$ cat src/clk_pwr_pkg.sv
// Constants and types for the clock, reset and power-mode controller
package clk_pwr_pkg;

    // Register map, byte addresses on the 8-bit register port
    localparam logic [3:0] ADDR_CLKSEL   = 4'h0;
    localparam logic [3:0] ADDR_LOOPCFG  = 4'h1;
    localparam logic [3:0] ADDR_REFDIV   = 4'h2;
    localparam logic [3:0] ADDR_POSTDIV  = 4'h3;
    localparam logic [3:0] ADDR_STATUS   = 4'h4;
    localparam logic [3:0] ADDR_WDOGCTL  = 4'h5;
    localparam logic [3:0] ADDR_TRIM_LO  = 4'h6;
    localparam logic [3:0] ADDR_TRIM_HI  = 4'h7;
    localparam logic [3:0] ADDR_RSTFLAG  = 4'h8;

    // CLKSEL fields
    localparam int BIT_BUS_SRC   = 0;
    localparam int BIT_OSC_EN    = 1;
    localparam int BIT_PSTOP     = 2;
    localparam int BIT_WD_SEL0   = 3;
    localparam int BIT_WD_SEL1   = 4;
    localparam int BIT_TICK_SEL  = 5;
    localparam int BIT_PS_WD_EN  = 6;
    localparam int BIT_PS_TK_EN  = 7;
    // WDOGCTL fields
    localparam int BIT_DBG_FRZ   = 7;
    localparam int BIT_WD_SDIS   = 6;
    // STATUS fields
    localparam int BIT_OSC_UP    = 0;
    localparam int BIT_LOCK      = 1;
    localparam int BIT_LOCK_IRQ  = 2;
    localparam int BIT_IN_STOP   = 3;
    localparam int BIT_PSEUDO    = 4;

    // Reset values, plus the watchdog rate forced in debug
    localparam logic [7:0] CLKSEL_RST   = 8'h01;
    localparam logic [7:0] LOOPCFG_RST  = 8'h58;
    localparam logic [7:0] REFDIV_RST   = 8'h00;
    localparam logic [7:0] POSTDIV_RST  = 8'h03;
    localparam logic [7:0] WDOGCTL_RST  = 8'h00;
    localparam logic [2:0] WD_RATE_MAX  = 3'h7;

    // Reset sources in flag register order
    localparam int NUM_RST_SRC = 7;
    localparam int RS_POR  = 0;
    localparam int RS_LVR  = 1;
    localparam int RS_WDT  = 2;
    localparam int RS_WWIN = 3;
    localparam int RS_OSCM = 4;
    localparam int RS_LPM  = 5;
    localparam int RS_PIN  = 6;

    // Reset pin drive stretch
    localparam int RST_DRIVE_NS  = 1000;
    localparam int CLK_PERIOD_NS = 40;
    localparam int RST_DRIVE_CYC = (RST_DRIVE_NS + CLK_PERIOD_NS - 1) / CLK_PERIOD_NS;

    typedef enum logic [3:0] {
        ST_RUN     = 4'b0001,
        ST_FULL    = 4'b0010,
        ST_PSEUDO  = 4'b0100,
        ST_WAKE    = 4'b1000
    } pmode_type;

endpackage : clk_pwr_pkg

$ cat src/clk_pwr_ctrl.sv
// Clock source select, power modes, timer clock gating and reset collection
module clk_pwr_ctrl
    import clk_pwr_pkg::*;
(
    // Clock and reset
    input  wire logic        mclk,
    input  wire logic        reset,
    // Register port
    input  wire logic [3:0]  reg_addr,
    input  wire logic [7:0]  reg_wdata,
    input  wire logic        reg_wr,
    input  wire logic        reg_rd,
    output logic      [7:0]  reg_rdata,
    // CPU events
    input  wire logic        stop_instr,
    input  wire logic        wake_event,
    input  wire logic        debug_active,
    input  wire logic        wait_instr,
    // Analog status, asynchronous
    input  wire logic        crystal_osc_up_status,
    input  wire logic        loop_lock_raw,
    input  wire logic        por_event,
    input  wire logic        lvr_event,
    input  wire logic        wdt_timeout,
    input  wire logic        wdt_window_err,
    input  wire logic        osc_monitor_fail,
    input  wire logic        loop_monitor_fail,
    // Factory trim from flash
    input  wire logic [15:0] flash_trim,
    input  wire logic        flash_trim_valid,
    // Reset pin, three signals
    input  wire logic        reset_pin_n_in,
    output logic             reset_pin_n_out,
    output logic             reset_pin_n_oe,
    // Clock tree controls
    output logic             bus_from_loop,
    output logic             bus_clk_run,
    output logic             loop_enable,
    output logic             irc_enable,
    output logic             crystal_osc_enable,
    output logic             loop_ref_from_crystal,
    output logic [7:0]       loop_config,
    output logic [3:0]       reference_divider_field,
    output logic [4:0]       post_divider,
    output logic [15:0]      internal_reference_trim,
    // Regulator and monitors
    output logic             regulator_full_performance,
    output logic             low_voltage_monitor_en,
    output logic             autonomous_periodic_interrupt_en,
    // Timer clocking
    output logic             watchdog_clk_en,
    output logic [1:0]       watchdog_clk_src,
    output logic             tick_clk_en,
    output logic             tick_clk_from_osc,
    output logic             watchdog_force_max,
    output logic [2:0]       watchdog_rate_field,
    output logic             watchdog_stop_latency,
    // Interrupt request and system reset
    output logic             lock_irq,
    output logic             system_reset
);

    pmode_type   mode_r;
    logic [7:0]  clksel_r;
    logic [7:0]  loopcfg_r;
    logic [7:0]  refdiv_r;
    logic [7:0]  postdiv_r;
    logic [7:0]  wdogctl_r;
    logic [15:0] trim_r;
    logic        trim_loaded_r;
    logic [NUM_RST_SRC-1:0] rst_flag_r;
    logic        lock_irq_r;
    logic        lock_prev_r;
    logic [7:0]  rdata_r;
    logic [5:0]  drive_cnt_r;
    logic        wd_lat_r;

    // Write strobe decode shared by the CLKSEL, STATUS, TRIM and RSTFLAG writes
    function automatic logic wr_hit(input logic wr, input logic [3:0] addr,
                                    input logic [3:0] target);
        return wr && (addr == target);
    endfunction : wr_hit

    // Two-flop synchronisers for everything from outside the clock domain
    localparam int NSYNC = 10;
    logic [NSYNC-1:0] async_in;
    logic [NSYNC-1:0] sync1_r;
    logic [NSYNC-1:0] sync2_r;

    // Pin level inverted so a low pin reads as an active source
    assign async_in = {~reset_pin_n_in, loop_monitor_fail, osc_monitor_fail,
                       wdt_window_err, wdt_timeout, lvr_event, por_event,
                       loop_lock_raw, crystal_osc_up_status, flash_trim_valid};

    always_ff @(posedge mclk) begin
        if (reset) begin
            sync1_r <= '0;
            sync2_r <= '0;
        end else begin
            sync1_r <= async_in;
            sync2_r <= sync1_r;
        end
    end

    logic trim_valid_s, osc_up_s, lock_s;
    logic [NUM_RST_SRC-1:0] rst_src_s;
    assign trim_valid_s = sync2_r[0];
    assign osc_up_s     = sync2_r[1];
    assign lock_s       = sync2_r[2];
    assign rst_src_s    = sync2_r[9:3];

    // Stop covers both flavours; the wake state already counts as running
    logic in_stop, pseudo_sel;
    assign in_stop    = (mode_r == ST_FULL) || (mode_r == ST_PSEUDO);
    assign pseudo_sel = clksel_r[BIT_PSTOP] && clksel_r[BIT_OSC_EN];

    // stop entry only by instruction; wait ignored
    always_ff @(posedge mclk) begin
        if (reset) begin
            mode_r <= ST_RUN;
        end else begin
            case (mode_r)
                ST_RUN: begin
                    if (stop_instr) begin
                        mode_r <= pseudo_sel ? ST_PSEUDO : ST_FULL;
                    end
                end
                ST_FULL, ST_PSEUDO: begin
                    if (wake_event) begin
                        mode_r <= ST_WAKE;
                    end
                end
                // One settling cycle before a second stop is honoured
                ST_WAKE: begin
                    mode_r <= ST_RUN;
                end
                default: begin
                    mode_r <= ST_RUN;
                end
            endcase
        end
    end

    logic wr_clksel;
    assign wr_clksel = wr_hit(reg_wr, reg_addr, ADDR_CLKSEL) && !in_stop;

    // reset selects loop; restore only on full stop
    always_ff @(posedge mclk) begin
        if (reset) begin
            clksel_r <= CLKSEL_RST;
        end else if (stop_instr && mode_r == ST_RUN && !pseudo_sel) begin
            // applied on entry so the wake sees loop and internal clocks
            clksel_r[BIT_BUS_SRC]  <= 1'b1;
            clksel_r[BIT_WD_SEL0]  <= 1'b0;
            clksel_r[BIT_TICK_SEL] <= 1'b0;
        end else if (wr_clksel) begin
            // software clears bus select for bypass
            clksel_r <= reg_wdata;
        end
    end

    always_ff @(posedge mclk) begin
        if (reset) begin
            loopcfg_r <= LOOPCFG_RST;
            refdiv_r  <= REFDIV_RST;
            postdiv_r <= POSTDIV_RST;
            wdogctl_r <= WDOGCTL_RST;
        end else if (reg_wr && !in_stop) begin
            case (reg_addr)
                ADDR_LOOPCFG: loopcfg_r <= reg_wdata;
                ADDR_REFDIV:  refdiv_r  <= {4'h0, reg_wdata[3:0]};
                ADDR_POSTDIV: postdiv_r <= {3'h0, reg_wdata[4:0]};
                ADDR_WDOGCTL: wdogctl_r <= reg_wdata;
                default: begin
                end
            endcase
        end
    end

    // trim load once after reset, software overwrite later wins
    always_ff @(posedge mclk) begin
        if (reset) begin
            trim_r        <= 16'h0000;
            trim_loaded_r <= 1'b0;
        end else if (wr_hit(reg_wr, reg_addr, ADDR_TRIM_LO)) begin
            trim_r[7:0]   <= reg_wdata;
            trim_loaded_r <= 1'b1;
        end else if (wr_hit(reg_wr, reg_addr, ADDR_TRIM_HI)) begin
            trim_r[15:8]  <= reg_wdata;
            trim_loaded_r <= 1'b1;
        end else if (!trim_loaded_r && trim_valid_s) begin
            trim_r        <= flash_trim;
            trim_loaded_r <= 1'b1;
        end
    end

    // Edge taken on the synchronised level; sub-cycle glitches are lost
    // lock changes raise a sticky request; set beats clear
    always_ff @(posedge mclk) begin
        if (reset) begin
            lock_prev_r <= 1'b0;
            lock_irq_r  <= 1'b0;
        end else begin
            lock_prev_r <= lock_s;
            if (lock_s != lock_prev_r) begin
                lock_irq_r <= 1'b1;
            end else if (wr_hit(reg_wr, reg_addr, ADDR_STATUS) && reg_wdata[BIT_LOCK_IRQ]) begin
                lock_irq_r <= 1'b0;
            end
        end
    end

    // reset sources collected; flags survive the resulting reset
    logic any_src;
    assign any_src = |rst_src_s;

    // No reset branch: the flags must outlive the reset they report
    // They read unknown until the first power-on event sets them
    always_ff @(posedge mclk) begin
        if (rst_src_s[RS_POR]) begin
            rst_flag_r <= 7'h01;
        end else if (any_src) begin
            rst_flag_r <= rst_flag_r | rst_src_s;
        end else if (wr_hit(reg_wr, reg_addr, ADDR_RSTFLAG)) begin
            rst_flag_r <= rst_flag_r & ~reg_wdata[NUM_RST_SRC-1:0];
        end
    end

    // Pin loops back through the synchroniser, so internal resets flag it too
    // stretch internal reset onto the open-drain pin
    logic internal_src;
    assign internal_src = |rst_src_s[RS_LPM:RS_POR];

    always_ff @(posedge mclk) begin
        if (reset) begin
            drive_cnt_r <= 6'h00;
        end else if (internal_src) begin
            drive_cnt_r <= 6'(RST_DRIVE_CYC);
        end else if (drive_cnt_r != 6'h00) begin
            drive_cnt_r <= drive_cnt_r - 6'h01;
        end
    end

    // One-cycle pulse warns the watchdog of the gap in its RC clock
    // RC-clocked watchdog latency flag on stop entry and exit
    always_ff @(posedge mclk) begin
        if (reset) begin
            wd_lat_r <= 1'b0;
        end else begin
            wd_lat_r <= clksel_r[BIT_WD_SEL1] && wdogctl_r[BIT_WD_SDIS]
                        && ((mode_r == ST_RUN && stop_instr) || mode_r == ST_WAKE);
        end
    end

    // Register read, data in the next cycle
    // Idle returns zero so a stale byte never looks like an answer
    always_ff @(posedge mclk) begin
        if (reset) begin
            rdata_r <= 8'h00;
        end else if (reg_rd) begin
            case (reg_addr)
                ADDR_CLKSEL:  rdata_r <= clksel_r;
                ADDR_LOOPCFG: rdata_r <= loopcfg_r;
                ADDR_REFDIV:  rdata_r <= refdiv_r;
                ADDR_POSTDIV: rdata_r <= postdiv_r;
                ADDR_STATUS:  rdata_r <= {3'h0, mode_r == ST_PSEUDO, in_stop,
                                          lock_irq_r, lock_s, osc_up_s};
                ADDR_WDOGCTL: rdata_r <= wdogctl_r;
                ADDR_TRIM_LO: rdata_r <= trim_r[7:0];
                ADDR_TRIM_HI: rdata_r <= trim_r[15:8];
                ADDR_RSTFLAG: rdata_r <= {1'b0, rst_flag_r};
                default:      rdata_r <= 8'h00;
            endcase
        end else begin
            rdata_r <= 8'h00;
        end
    end

    assign reg_rdata = rdata_r;

    // system reset covers every source including the pin
    assign system_reset    = any_src;
    assign reset_pin_n_out = 1'b0;
    assign reset_pin_n_oe  = internal_src || (drive_cnt_r != 6'h00);

    // Loop stays on in bypass because it qualifies the crystal clock
    // bypass keeps loop running; stop turns off loop, reference, bus
    assign bus_from_loop         = clksel_r[BIT_BUS_SRC];
    assign bus_clk_run           = !in_stop;
    assign loop_enable           = !in_stop;
    assign irc_enable            = !in_stop;
    // full stop disables the crystal; pseudo keeps it
    assign crystal_osc_enable    = clksel_r[BIT_OSC_EN] && (mode_r != ST_FULL);
    assign loop_ref_from_crystal = clksel_r[BIT_OSC_EN];
    assign loop_config             = loopcfg_r;
    assign reference_divider_field = refdiv_r[3:0];
    assign post_divider            = postdiv_r[4:0];
    assign internal_reference_trim = trim_r;

    assign regulator_full_performance       = !in_stop;
    assign low_voltage_monitor_en           = !in_stop;
    assign autonomous_periodic_interrupt_en = 1'b1;

    // Forced maximum only when not frozen; a frozen watchdog needs no margin
    // debug freeze; max period in debug
    logic frozen;
    assign frozen             = debug_active && wdogctl_r[BIT_DBG_FRZ];
    assign watchdog_force_max = debug_active && !wdogctl_r[BIT_DBG_FRZ];
    assign watchdog_rate_field = watchdog_force_max ? WD_RATE_MAX : wdogctl_r[2:0];
    assign watchdog_clk_src   = {clksel_r[BIT_WD_SEL1], clksel_r[BIT_WD_SEL0]};
    assign watchdog_stop_latency = wd_lat_r;

    // Freeze only matters while running; in stop the mode decides
    // watchdog clock per mode
    always_comb begin
        watchdog_clk_en = !frozen;
        if (in_stop) begin
            if (clksel_r[BIT_WD_SEL1]) begin
                watchdog_clk_en = !wdogctl_r[BIT_WD_SDIS];
            end else if (mode_r == ST_PSEUDO) begin
                watchdog_clk_en = clksel_r[BIT_PS_WD_EN];
            end else begin
                watchdog_clk_en = 1'b0;
            end
        end
    end

    // Pseudo stop ticks from the crystal when its tick enable bit is set, the internal clock is off
    // full stop halts tick; pseudo on crystal if enabled
    always_comb begin
        tick_clk_en       = !frozen;
        tick_clk_from_osc = clksel_r[BIT_TICK_SEL];
        if (mode_r == ST_FULL) begin
            tick_clk_en = 1'b0;
        end else if (mode_r == ST_PSEUDO) begin
            tick_clk_en       = clksel_r[BIT_PS_TK_EN];
            tick_clk_from_osc = 1'b1;
        end
    end

    assign lock_irq = lock_irq_r;

endmodule : clk_pwr_ctrl

$ cat config.mk
export PLATFORM = sky130hd
export DESIGN_NAME = clk_pwr_ctrl
export DESIGN_NICKNAME = d
export VERILOG_FILES = /design/src/clk_pwr_pkg.sv /design/src/clk_pwr_ctrl.sv
export SDC_FILE = /design/constraint.sdc
export NUM_CORES = 1
export LEC_CHECK = 0
export BUFFER_PORTS_ARGS = -buffer_cell sky130_fd_sc_hd__buf_4
export CAP_MARGIN = 20
export CORE_ASPECT_RATIO = 0.8
export CORE_UTILIZATION = 45
export CTS_BUF_LIST = sky130_fd_sc_hd__clkbuf_16
export DETAILED_ROUTE_END_ITERATION = 12
export HOLD_SLACK_MARGIN = 0.02
export PLACE_DENSITY = 0.74
export SLEW_MARGIN = 10
export SYNTH_ARGS = -nofsm -noshare
export SYNTH_HDL_FRONTEND = slang
export SYNTH_SLANG_ARGS = --single-unit
$ cat constraint.sdc
create_clock -name mclk -period 2.51 [get_ports mclk]
set_clock_uncertainty 0.15 [all_clocks]
set_input_delay 0 -clock mclk [delete_from_list [all_inputs] [get_ports mclk]]
set_output_delay 0 -clock mclk [all_outputs]
set_load 0.05 [all_outputs]
==> out/results.tsv, run 1 <==
metric	value	unit
Worst Hold Class	primary input to register	
synth-to-layout area growth	36.0	%
status	finished clean	
NumNets Final	668	
PortBufs	106	
NetSw	1100	µW
cell family with most CP delay	flip-flops	
Register-to-Register Path Depth	4	
chip height	91.3	µm
YS warnings	0	
post-route ant nets	0	
Synth area leaders	dfxtp_1 44%, mux2i_1 8.0%, nor2b_1 4.5%	
Max stage delay on crit path	0.51	ns
setup slack, reg-to-reg	0.29	ns
largest net degree at the start of global routing	91	
DR vias/cell	5.56	
hold path start	reg_addr[0]	
Hold Path Stages	3	
initial core utilization	46.5	%
Most used DFF post-synth	dfxtp_1	
unrepaired setup endpoints after global routing	false	
Fillers	811	
largest area contributor in the netlist	dfxtp_1	
Worst R2R End	internal_reference_trim[3]	
Slew @ Worst Pin	0.875	ns
min cycle time layout	2.27	ns
GRT overflow	0	
WHS Endpoint	lock_irq	
Buf+Inv Stages, Crit Path	1	
final WL	13500	µm
share of cells above drive strength 1	23.8	%
Yosys cell types	62	
clock-pin slew on the worst setup and hold paths	0.07	ns
register bit total from synthesis	98	
Crit. End Element	output pin	
DP HPWL	9150	µm
Comb pwr share	18.2	%
sequential share of the synthesized area	43.7	%
Net Count, Synth	532	
critical path class	register to output pin	
Power per Cell Area	609	nW/µm²
CTS buffer count	9	
number of global-route vias before repair	3947	
Leakage	0.00241	µW
chip width	114	µm
cell area after synthesis	4490	µm²
Post-route DRC	0	
IO Pins	110	
share of the synthesized area in the top cell type	43.7	%
final hold vios	0	
Critical-path top delay cell	dfxtp_1	
1st-iter DRT viols	462	
final worst slack	0.236	ns
cells after synthesis	484	
n_diodes	0	
total number of vias	4228	
Slew Viols, Final	0	
Register Area	1960	µm²
Int Power	2610	µW
crit-path max FO	9	
GR Util All Layers	26.7	%
CP Launch Type	register	
Multi-input gate area	2300	µm²
core area	9650	µm²
Crit path arrival time	2.12	ns
reg-to-reg critical path startpoint	trim_loaded_r	
WP depth	4	
Max clock buf depth	2	
drt first pass iters	5	
num rows	32	
first-pass GRT wire length	21100	µm
Clock Sinks	98	
fin crit share	90.6	%
Max Cap Viol	0	
Clk pwr share	36.2	%
sequential power share	45.6	%
Sum Neg Setup Slack	0	ns
DIE AREA	10400	µm²
gp weighted congestion	0.899	
Final setup violation count	0	
CP Data Required Time	2.36	ns
relative slew slack	41.7	%
root buffer cell	clkbuf_16	
initial antenna violation count	0	
crit-path cells	xor2_4 > nand2_1 > a31oi_1 > buf_4	
CTS tree	built	
VDD IR max	0.000295	V
pre-CTS setup slack	0.430	ns
switching share of total power	29.7	%
syn avg cell area	9.28	µm²
ys async rst share	0	%
H-tree Lvls	3	
Avg WL per Cell	17.7	µm
worst skew pair latency	0.34	ns
EDFF count, synth	0	
fmax	440	MHz
logic make-up after synthesis:
family	count (synthesis)	synth area share, %
and+or+nand+nor	184	20.8
AOI/OAI and AO/OA	103	18.1
DFF	98	43.7
buffers and inverters	46	5.10
muxes	43	10.0
xor gates and xnor gates	6	1.59
adders and majority gates	2	0.557
other	2	0.167
sequential cells by signal, indices dropped and copies added (netlist names), 4 cells and up:
name	flops
loop_config	8
mode_r	4
reg_rdata	8
clksel_r	8
wdogctl_r	8
rst_flag_r	7
sync1_r	10
refdiv_r	4
sync2_r	10
internal_reference_trim	16
postdiv_r	5
drive_cnt_r	6
layout make-up:
cell class	count	share of cell area (%)
multi-input combinational	340	37.7
sequential	98	32.1
timing repair buffer	162	21.9
clock buffer	9	3.69
tap	136	2.79
clock inverter	7	1.15
inverter	9	0.554
power groups by stage:
stage	sequential [µW]	clock [µW]	combinational [µW]
floorplan	1790	0	338
global placement	1720	0	591
detailed placement	1730	0	602
CTS	1690	1360	666
global route	1700	1430	722
finish	1690	1350	677
cell usage in the layout, fill, tap and decap left out, drive strengths merged, types with 3 or more instances in the layout:
| master | instances |
|---|---|
| buf | 113 |
| dfxtp | 98 |
| dlygate4sd3 | 49 |
| nand2 | 46 |
| nor2 | 46 |
| mux2i | 36 |
| nor2b | 32 |
| a21oi | 28 |
| nand2b | 21 |
| a311oi | 17 |
| inv | 13 |
| a211oi | 11 |
| clkbuf | 9 |
| a31oi | 7 |
| a22o | 7 |
| a211o | 7 |
| nor3 | 7 |
| mux2 | 6 |
| or3 | 5 |
| nand3 | 5 |
| o22ai | 5 |
| nand3b | 4 |
| xnor2 | 4 |
| a22oi | 4 |
| o21ai | 4 |
| a2111oi | 4 |
| nor4 | 3 |
worst register-to-register path, stage by stage, from the launching register on:
cell and delay (ns):
dfxtp_1 0.31, nand2b_1 0.22, a21oi_1 0.61, a311oi_1 0.20, dlygate4sd3_1 0.61
synth_stat cells, types with 2 or more instances:
cell / number
mux2i_1: 36
nor4b_1: 2
a22o_1: 7
ha_1: 2
a21oi_1: 27
a311oi_1: 17
o21ai_0: 2
a2111oi_4: 2
or3_1: 5
dfxtp_1: 98
nor2b_1: 32
buf_1: 3
nand3b_1: 4
o22ai_1: 5
and3_1: 2
inv_1: 9
a211o_1: 7
nand2b_1: 20
xnor2_1: 4
nand3_1: 5
nand2_1: 46
a211oi_1: 8
clkbuf_1: 17
buf_6: 2
nor4_1: 3
a211oi_4: 2
conb_1: 2
nand4_1: 2
mux2_2: 6
a31oi_1: 7
o21ai_1: 2
nor2_1: 45
buf_4: 9
nor3_1: 7
a22oi_1: 4
or2_2: 2
buf_2: 6
routing by layer:
layer / track usage (%) / vias up / part of all wire [%]
met5: 0 / - / 0
met2: 39.9 / 207 / 43
li1: - / 1995 / -
met4: 8.99 / 0 / 2.3
met1: 38.5 / 1994 / 48
met3: 4.61 / 32 / 6.6
what timing repair did:
item                       4_1_cts  5_1_grt
setup buffers                    0        0
hold endpoints to repair        74        0
resized for setup                0        1
hold buffers                    49        0
setup endpoints to repair        0        1
metrics by stage:
stage / hold slack, ns / power (µW) / cells / utilization, % / area (µm²)
after floorplan: -0.0833 / 2130 / 484 / - / 4490
after global placement: 0.000199 / 2320 / 696 / 55.1 / 5310
after detailed placement: 0.00314 / 2330 / 696 / 55.1 / 5310
after CTS: 0.0221 / 3720 / 761 / 63.2 / 6100
after global routing: 0.0615 / 3850 / 761 / 63.3 / 6100
final: 0.0449 / 3720 / 761 / 63.3 / 6100
worst max-delay path by stage:
stage               from               to  slack, ns
2_1_floorplan  mode_r[3]  watchdog_clk_en      0.008
3_5_place_dp   mode_r[1]      clksel_r[2]       0.43
5_1_grt        mode_r[1]  watchdog_clk_en       0.10
3_3_place_gp   mode_r[1]      clksel_r[7]       0.51
6_report       mode_r[1]  watchdog_clk_en       0.24
4_1_cts        mode_r[3]  watchdog_clk_en       0.13
Note: power is estimated with default switching activity, not from simulation.
==> inputs of run 2 (changes only) <==
==> constraint.sdc (replaced) <==
create_clock -name mclk -period 2.45 [get_ports mclk]
set_clock_uncertainty 0.15 [all_clocks]
set_input_delay 0 -clock mclk [delete_from_list [all_inputs] [get_ports mclk]]
set_output_delay 0 -clock mclk [all_outputs]
set_load 0.05 [all_outputs]
==> out/results.tsv, run 2 (same netlist as run 1, synthesis figures left out) <==
metric	value	unit	change
status	finished clean		
CP Launch Type	register		
final worst slack	0.156	ns	-0.0797 ns
crit-path cells	nor4b_1 > a21o_1 > a21oi_1 > a31oi_2 > buf_4		
DIE AREA	10400	µm²	unchanged
post-route ant nets	0		unchanged
Crit path arrival time	2.14	ns	+0.02 ns
cell family with most CP delay	simple AND/OR/NAND/NOR gates		
Register-to-Register Path Depth	4		unchanged
chip height	91.3	µm	unchanged
WHS Endpoint	lock_irq		
total number of vias	4278		+1.2%
Critical-path top delay cell	nor4b_1		
min cycle time layout	2.29	ns	
Worst R2R End	internal_reference_trim[6]		
NumNets Final	675		+1.0%
1st-iter DRT viols	434		-6.1%
IO Pins	110		unchanged
DP HPWL	9080	µm	-0.77%
Leakage	0.00245	µW	+1.6%
Register Area	1960	µm²	unchanged
Fillers	799		-1.5%
Max Cap Viol	0		unchanged
Hold Path Stages	3		unchanged
number of flip-flops in the largest register	16		unchanged
final hold vios	0		unchanged
GRT overflow	0		unchanged
VDD IR max	0.000315	V	+7.1%
CTS tree	built		
num rows	32		unchanged
first-pass GRT wire length	21200	µm	+0.52%
H-tree Lvls	3		unchanged
Final setup violation count	0		unchanged
relative slew slack	47.1	%	+5.4 points
Worst Hold Class	primary input to register		
number of global-route vias before repair	3932		-0.38%
Multi-input gate area	2310	µm²	+0.27%
n_diodes	0		unchanged
setup slack, reg-to-reg	0.20	ns	-0.09 ns
largest net degree at the start of global routing	58		-36%
Buf+Inv Stages, Crit Path	1		unchanged
crit-path max FO	6		-3
Sum Neg Setup Slack	0	ns	unchanged
gp weighted congestion	0.889		-1.1%
PortBufs	106		unchanged
Slew @ Worst Pin	0.788	ns	-0.0871 ns
Crit. End Element	output pin		
final WL	13600	µm	+0.60%
pre-CTS setup slack	0.348	ns	-0.0824 ns
Slew Viols, Final	0		unchanged
critical path class	register to output pin		
hold path start	reg_addr[1]		
reg-to-reg critical path startpoint	trim_loaded_r		
Max stage delay on crit path	0.66	ns	+0.15 ns
CTS buffer count	9		unchanged
drt first pass iters	7		+2
fin crit share	93.6	%	
fmax	436	MHz	
Max clock buf depth	2		unchanged
root buffer cell	clkbuf_16		
share of cells above drive strength 1	23.9	%	+0.052 points
Power per Cell Area	623	nW/µm²	+2.2%
Avg WL per Cell	17.6	µm	-0.32%
initial core utilization	46.5	%	unchanged
core area	9650	µm²	unchanged
synth-to-layout area growth	37.6	%	
commonest non-fill, non-tap cell in the layout	buf_4		
chip width	114	µm	unchanged
GR Util All Layers	26.8	%	+0.093 points
DR vias/cell	5.57		+0.26%
initial antenna violation count	0		unchanged
Post-route DRC	0		unchanged
most frequent cells in the layout	114 x buf_4, 98 x dfxtp_1, 55 x dlygate4sd3_1, 46 x nand2_1, 45 x nor2_1		
unrepaired setup endpoints after global routing	false		
Clock Sinks	98		unchanged
worst skew pair latency	0.35	ns	about the same
clock-pin slew on the worst setup and hold paths	0.07	ns	about the same
CP Data Required Time	2.30	ns	-0.06 ns
[run 2: changes by cell type in the layout (fill, tap and decap cells not counted), sizes merged]
cell	previous run	this run
buf	113	114
dlygate4sd3	49	55
[run 2: worst max path at each step]
| stage | startpoint | cells after the start | to | slack, ns |
|---|---|---|---|---|
| 2_1_floorplan | mode_r[3] | 3 | watchdog_clk_en | 0.20 |
| 3_3_place_gp | mode_r[1] | 4 | clksel_r[7] | 0.45 |
| 3_5_place_dp | mode_r[1] | 4 | clksel_r[1] | 0.35 |
| 4_1_cts | mode_r[3] | 5 | watchdog_clk_en | 0.08 |
| 5_1_grt | mode_r[1] | 5 | watchdog_clk_en | 0.05 |
| 6_report | mode_r[2] | 5 | watchdog_clk_en | 0.16 |
[run 2: worst reg2reg max path, cell delays in order, from the launching register on]
cell and delay (ns):
dfxtp_1 0.31, nand2b_1 0.22, a21oi_1 0.65, a311oi_1 0.21, dlygate4sd3_1 0.61
[run 2: stage by stage]
step / power, µW / hold WS [ns] / instance area, µm² / util, % / cells
2_1_floorplan: 2180 / -0.0833 / 4500 / - / 484
3_3_place_gp: 2370 / 0.000294 / 5330 / 55.2 / 697
3_5_place_dp: 2390 / 0.00324 / 5330 / 55.2 / 697
4_1_cts: 3840 / 0.0308 / 6170 / 64.0 / 768
5_1_grt: 3980 / 0.0575 / 6180 / 64.0 / 768
6_report: 3850 / 0.0485 / 6180 / 64.0 / 768
[run 2: routing by layer]
metal	track usage [%]	part of all wire (%)
met5	0	0
met3	5.21	8.6
met1	38.4	46
met4	8.77	2.3
met2	40.0	44
[run 2: repair_timing]
| item | CTS | global route |
|---|---|---|
| hold endpoints to repair | 85 | 0 |
| gates resized for setup | 0 | 1 |
| buffers inserted | 0 | 0 |
| hold buffers | 55 | 0 |
| endpoints found under the setup margin | 0 | 2 |
[run 2: power by group]
group / leakage (µW) / internal [µW] / switching (µW)
Sequential: 0.000802 / 1670 / 63.9
Clock: 0.000143 / 722 / 686
Combinational: 0.00150 / 292 / 412
[run 2: area by class of cell]
class | instances | area share [%]
clock buffer | 9 | 3.65
clock inverter | 7 | 1.13
inverter | 9 | 0.547
multi-input combinational | 340 | 37.4
sequential | 98 | 31.8
tap | 136 | 2.75
timing repair buffer | 169 | 22.8
==> inputs of run 3 (changes only) <==
--- a/config.mk
+++ b/config.mk
@@ -7,10 +7,11 @@
 export LEC_CHECK = 0
 export BUFFER_PORTS_ARGS = -buffer_cell sky130_fd_sc_hd__buf_4
 export CAP_MARGIN = 20
-export CORE_ASPECT_RATIO = 0.8
+export CORE_ASPECT_RATIO = 1.5
 export CORE_UTILIZATION = 45
 export CTS_BUF_LIST = sky130_fd_sc_hd__clkbuf_16
 export DETAILED_ROUTE_END_ITERATION = 12
+export GPL_TIMING_DRIVEN = 0
 export HOLD_SLACK_MARGIN = 0.02
 export PLACE_DENSITY = 0.74
 export SLEW_MARGIN = 10
==> out/results.tsv, run 3 (same netlist as run 1, synthesis figures left out) <==
metric	value	unit	change
met1 Use GR	34.3	%	-4.1 points
fin crit share	95.3	%	+1.6 points
largest net degree at the start of global routing	18		-69%
most frequent cells in the layout	110 x buf_4, 98 x dfxtp_1, 46 x nand2_1, 45 x nor2_1		
final hold vios	0		unchanged
NumNets Final	680		+0.74%
Clock Sinks	98		unchanged
DIE AREA	10400	µm²	about the same
Register-to-Register Path Depth	4		unchanged
CTS tree	built		
setup slack, reg-to-reg	0.33	ns	+0.13 ns
worst skew pair latency	0.35	ns	about the same
Max clock buf depth	2		unchanged
Max Cap Viol	0		unchanged
num rows	44		+38%
GR peak layer	met2		
Avg WL per Cell	19.4	µm	+10%
Clk pwr share	35.4	%	-1.2 points
Slew Viols, Final	0		unchanged
switching share of total power	29.7	%	-0.50 points
CP Launch Type	register		
sequential power share	46.1	%	+1.0 points
synth-to-layout area growth	34.7	%	
CTS buffer count	9		unchanged
chip width	83.6	µm	-26%
crit-path max FO	9		+3
number of flip-flops in the largest register	16		unchanged
core area	9690	µm²	+0.41%
Fillers	842		+5.4%
Worst Hold Class	primary input to register		
fmax	428	MHz	-1.7%
WHS Endpoint	rst_flag_r[0]		
DP HPWL	10500	µm	+15%
met3 Track Usage GR	4.57	%	-0.63 points
Slew @ Worst Pin	0.768	ns	-0.0192 ns
gp weighted congestion	0.884		-0.56%
critical path class	register to output pin		
NetSw	1120	µW	-3.9%
chip height	124	µm	+36%
status	finished clean		
PortBufs	101		-4.7%
grt met2 use	49.7	%	+9.6 points
Leakage	0.00236	µW	-3.5%
initial core utilization	46.3	%	-0.19 points
IO Pins	110		unchanged
initial antenna violation count	0		unchanged
tightest hold margin	0.0440	ns	-0.00452 ns
total number of vias	4293		+0.35%
n_diodes	0		unchanged
reg-to-reg critical path startpoint	mode_r[1]		
post-route ant nets	0		unchanged
Hold Path Stages	2		-1
Crit path arrival time	2.18	ns	+0.04 ns
first-pass GRT wire length	22600	µm	+6.5%
Post-route DRC	0		unchanged
final WL	14600	µm	+7.8%
Int Power	2640	µW	-1.6%
unrepaired setup endpoints after global routing	false		
GR Util All Layers	28.4	%	+1.7 points
Finished Layout Cells	752		-2.1%
pre-CTS setup slack	0.347	ns	-0.000870 ns
commonest non-fill, non-tap cell in the layout	buf_4		
VDD IR max	0.000475	V	+51%
final worst slack	0.116	ns	-0.0401 ns
Power per Cell Area	622	nW/µm²	-0.18%
CP Data Required Time	2.30	ns	about the same
Worst R2R End	postdiv_r[1]		
1st-iter DRT viols	352		-19%
Crit. End Element	output pin		
H-tree Lvls	3		unchanged
Comb pwr share	18.5	%	+0.2 points
DR vias/cell	5.71		+2.5%
# Post-CTS Setup Buffers	0		unchanged
relative slew slack	48.4	%	+1.3 points
Sum Neg Setup Slack	0	ns	unchanged
min cycle time layout	2.33	ns	+0.0401 ns
share of cells above drive strength 1	24.3	%	+0.44 points
number of global-route vias before repair	4088		+4.0%
GRT overflow	0		unchanged
root buffer cell	clkbuf_16		
clock-pin slew on the worst setup and hold paths	0.07	ns	about the same
drt first pass iters	5		-2
hold path start	reg_wdata[0]		
Placed Cells	700		+0.43%
Final setup violation count	0		unchanged
==> run 3: cell types whose count changed in the layout (fill, tap and decap cells not counted), moves of 2 or more <==
cell           change
inv_8              -3
clkbuf_1          +17
buf_6              +2
buf_1              +3
buf_2              +6
dlygate4sd3_1     -19
buf_4              -4
==> run 3: metrics by stage <==
stage,utilization [%],total power (µW),area (µm²)
final,62.4,3760,6050
after detailed placement,55.7,2410,5400
after global routing,62.4,3900,6050
after floorplan,-,2180,4500
after CTS,62.3,3760,6040
after global placement,55.7,2400,5400
==> run 3: worst max path at each step <==
stage | startpoint | endpoint | cells past startpoint
6_report | mode_r[2] | watchdog_clk_en | 5
5_1_grt | mode_r[2] | watchdog_clk_en | 5
4_1_cts | mode_r[2] | watchdog_clk_en | 5
3_5_place_dp | mode_r[3] | postdiv_r[1] | 4
3_3_place_gp | mode_r[3] | postdiv_r[1] | 4
2_1_floorplan | mode_r[3] | watchdog_clk_en | 3
==> run 3: final cells by class <==
cell class | instances | area, µm² | area share [%]
Timing Repair Buffer | 137 | 1120 | 18.5
Inverter | 9 | 33.8 | 0.559
Buffer | 37 | 195 | 3.23
Clock inverter | 7 | 52.6 | 0.869
Clock buffer | 9 | 225 | 3.72
Multi-Input combinational cell | 340 | 2320 | 38.3
Sequential cell | 98 | 1960 | 32.4
Tap cell | 115 | 144 | 2.38
==> run 3: metal layers <==
metal / routed length [µm] / part of all wire [%] / vias to the layer above
met5: 0 / 0 / -
li1: - / - / 2017
met1: 5860 / 40 / 2053
met2: 7520 / 51 / 193
met4: 427 / 2.9 / 0
met3: 803 / 5.5 / 30
==> run 3: power groups by stage <==
stage | combinational, µW | clock, µW | sequential [µW]
2_1_floorplan | 346 | 0 | 1840
3_3_place_gp | 629 | 0 | 1770
3_5_place_dp | 640 | 0 | 1770
4_1_cts | 688 | 1340 | 1730
5_1_grt | 743 | 1410 | 1740
6_report | 694 | 1330 | 1730
==> run 3: repair_timing <==
item / CTS / global route
setup endpoints to repair: 0 / 2
endpoints found under the hold margin: 48 / 0
resized for setup: 0 / 2
hold buffers: 36 / 0
==> run 3: critical path, stage by stage, from the launching register on <==
cell and delay, ns:
dfxtp_1 0.51, xor2_4 0.47, nand2_1 0.34, a21oi_1 0.27
a31oi_2 0.05, buf_4 0.20
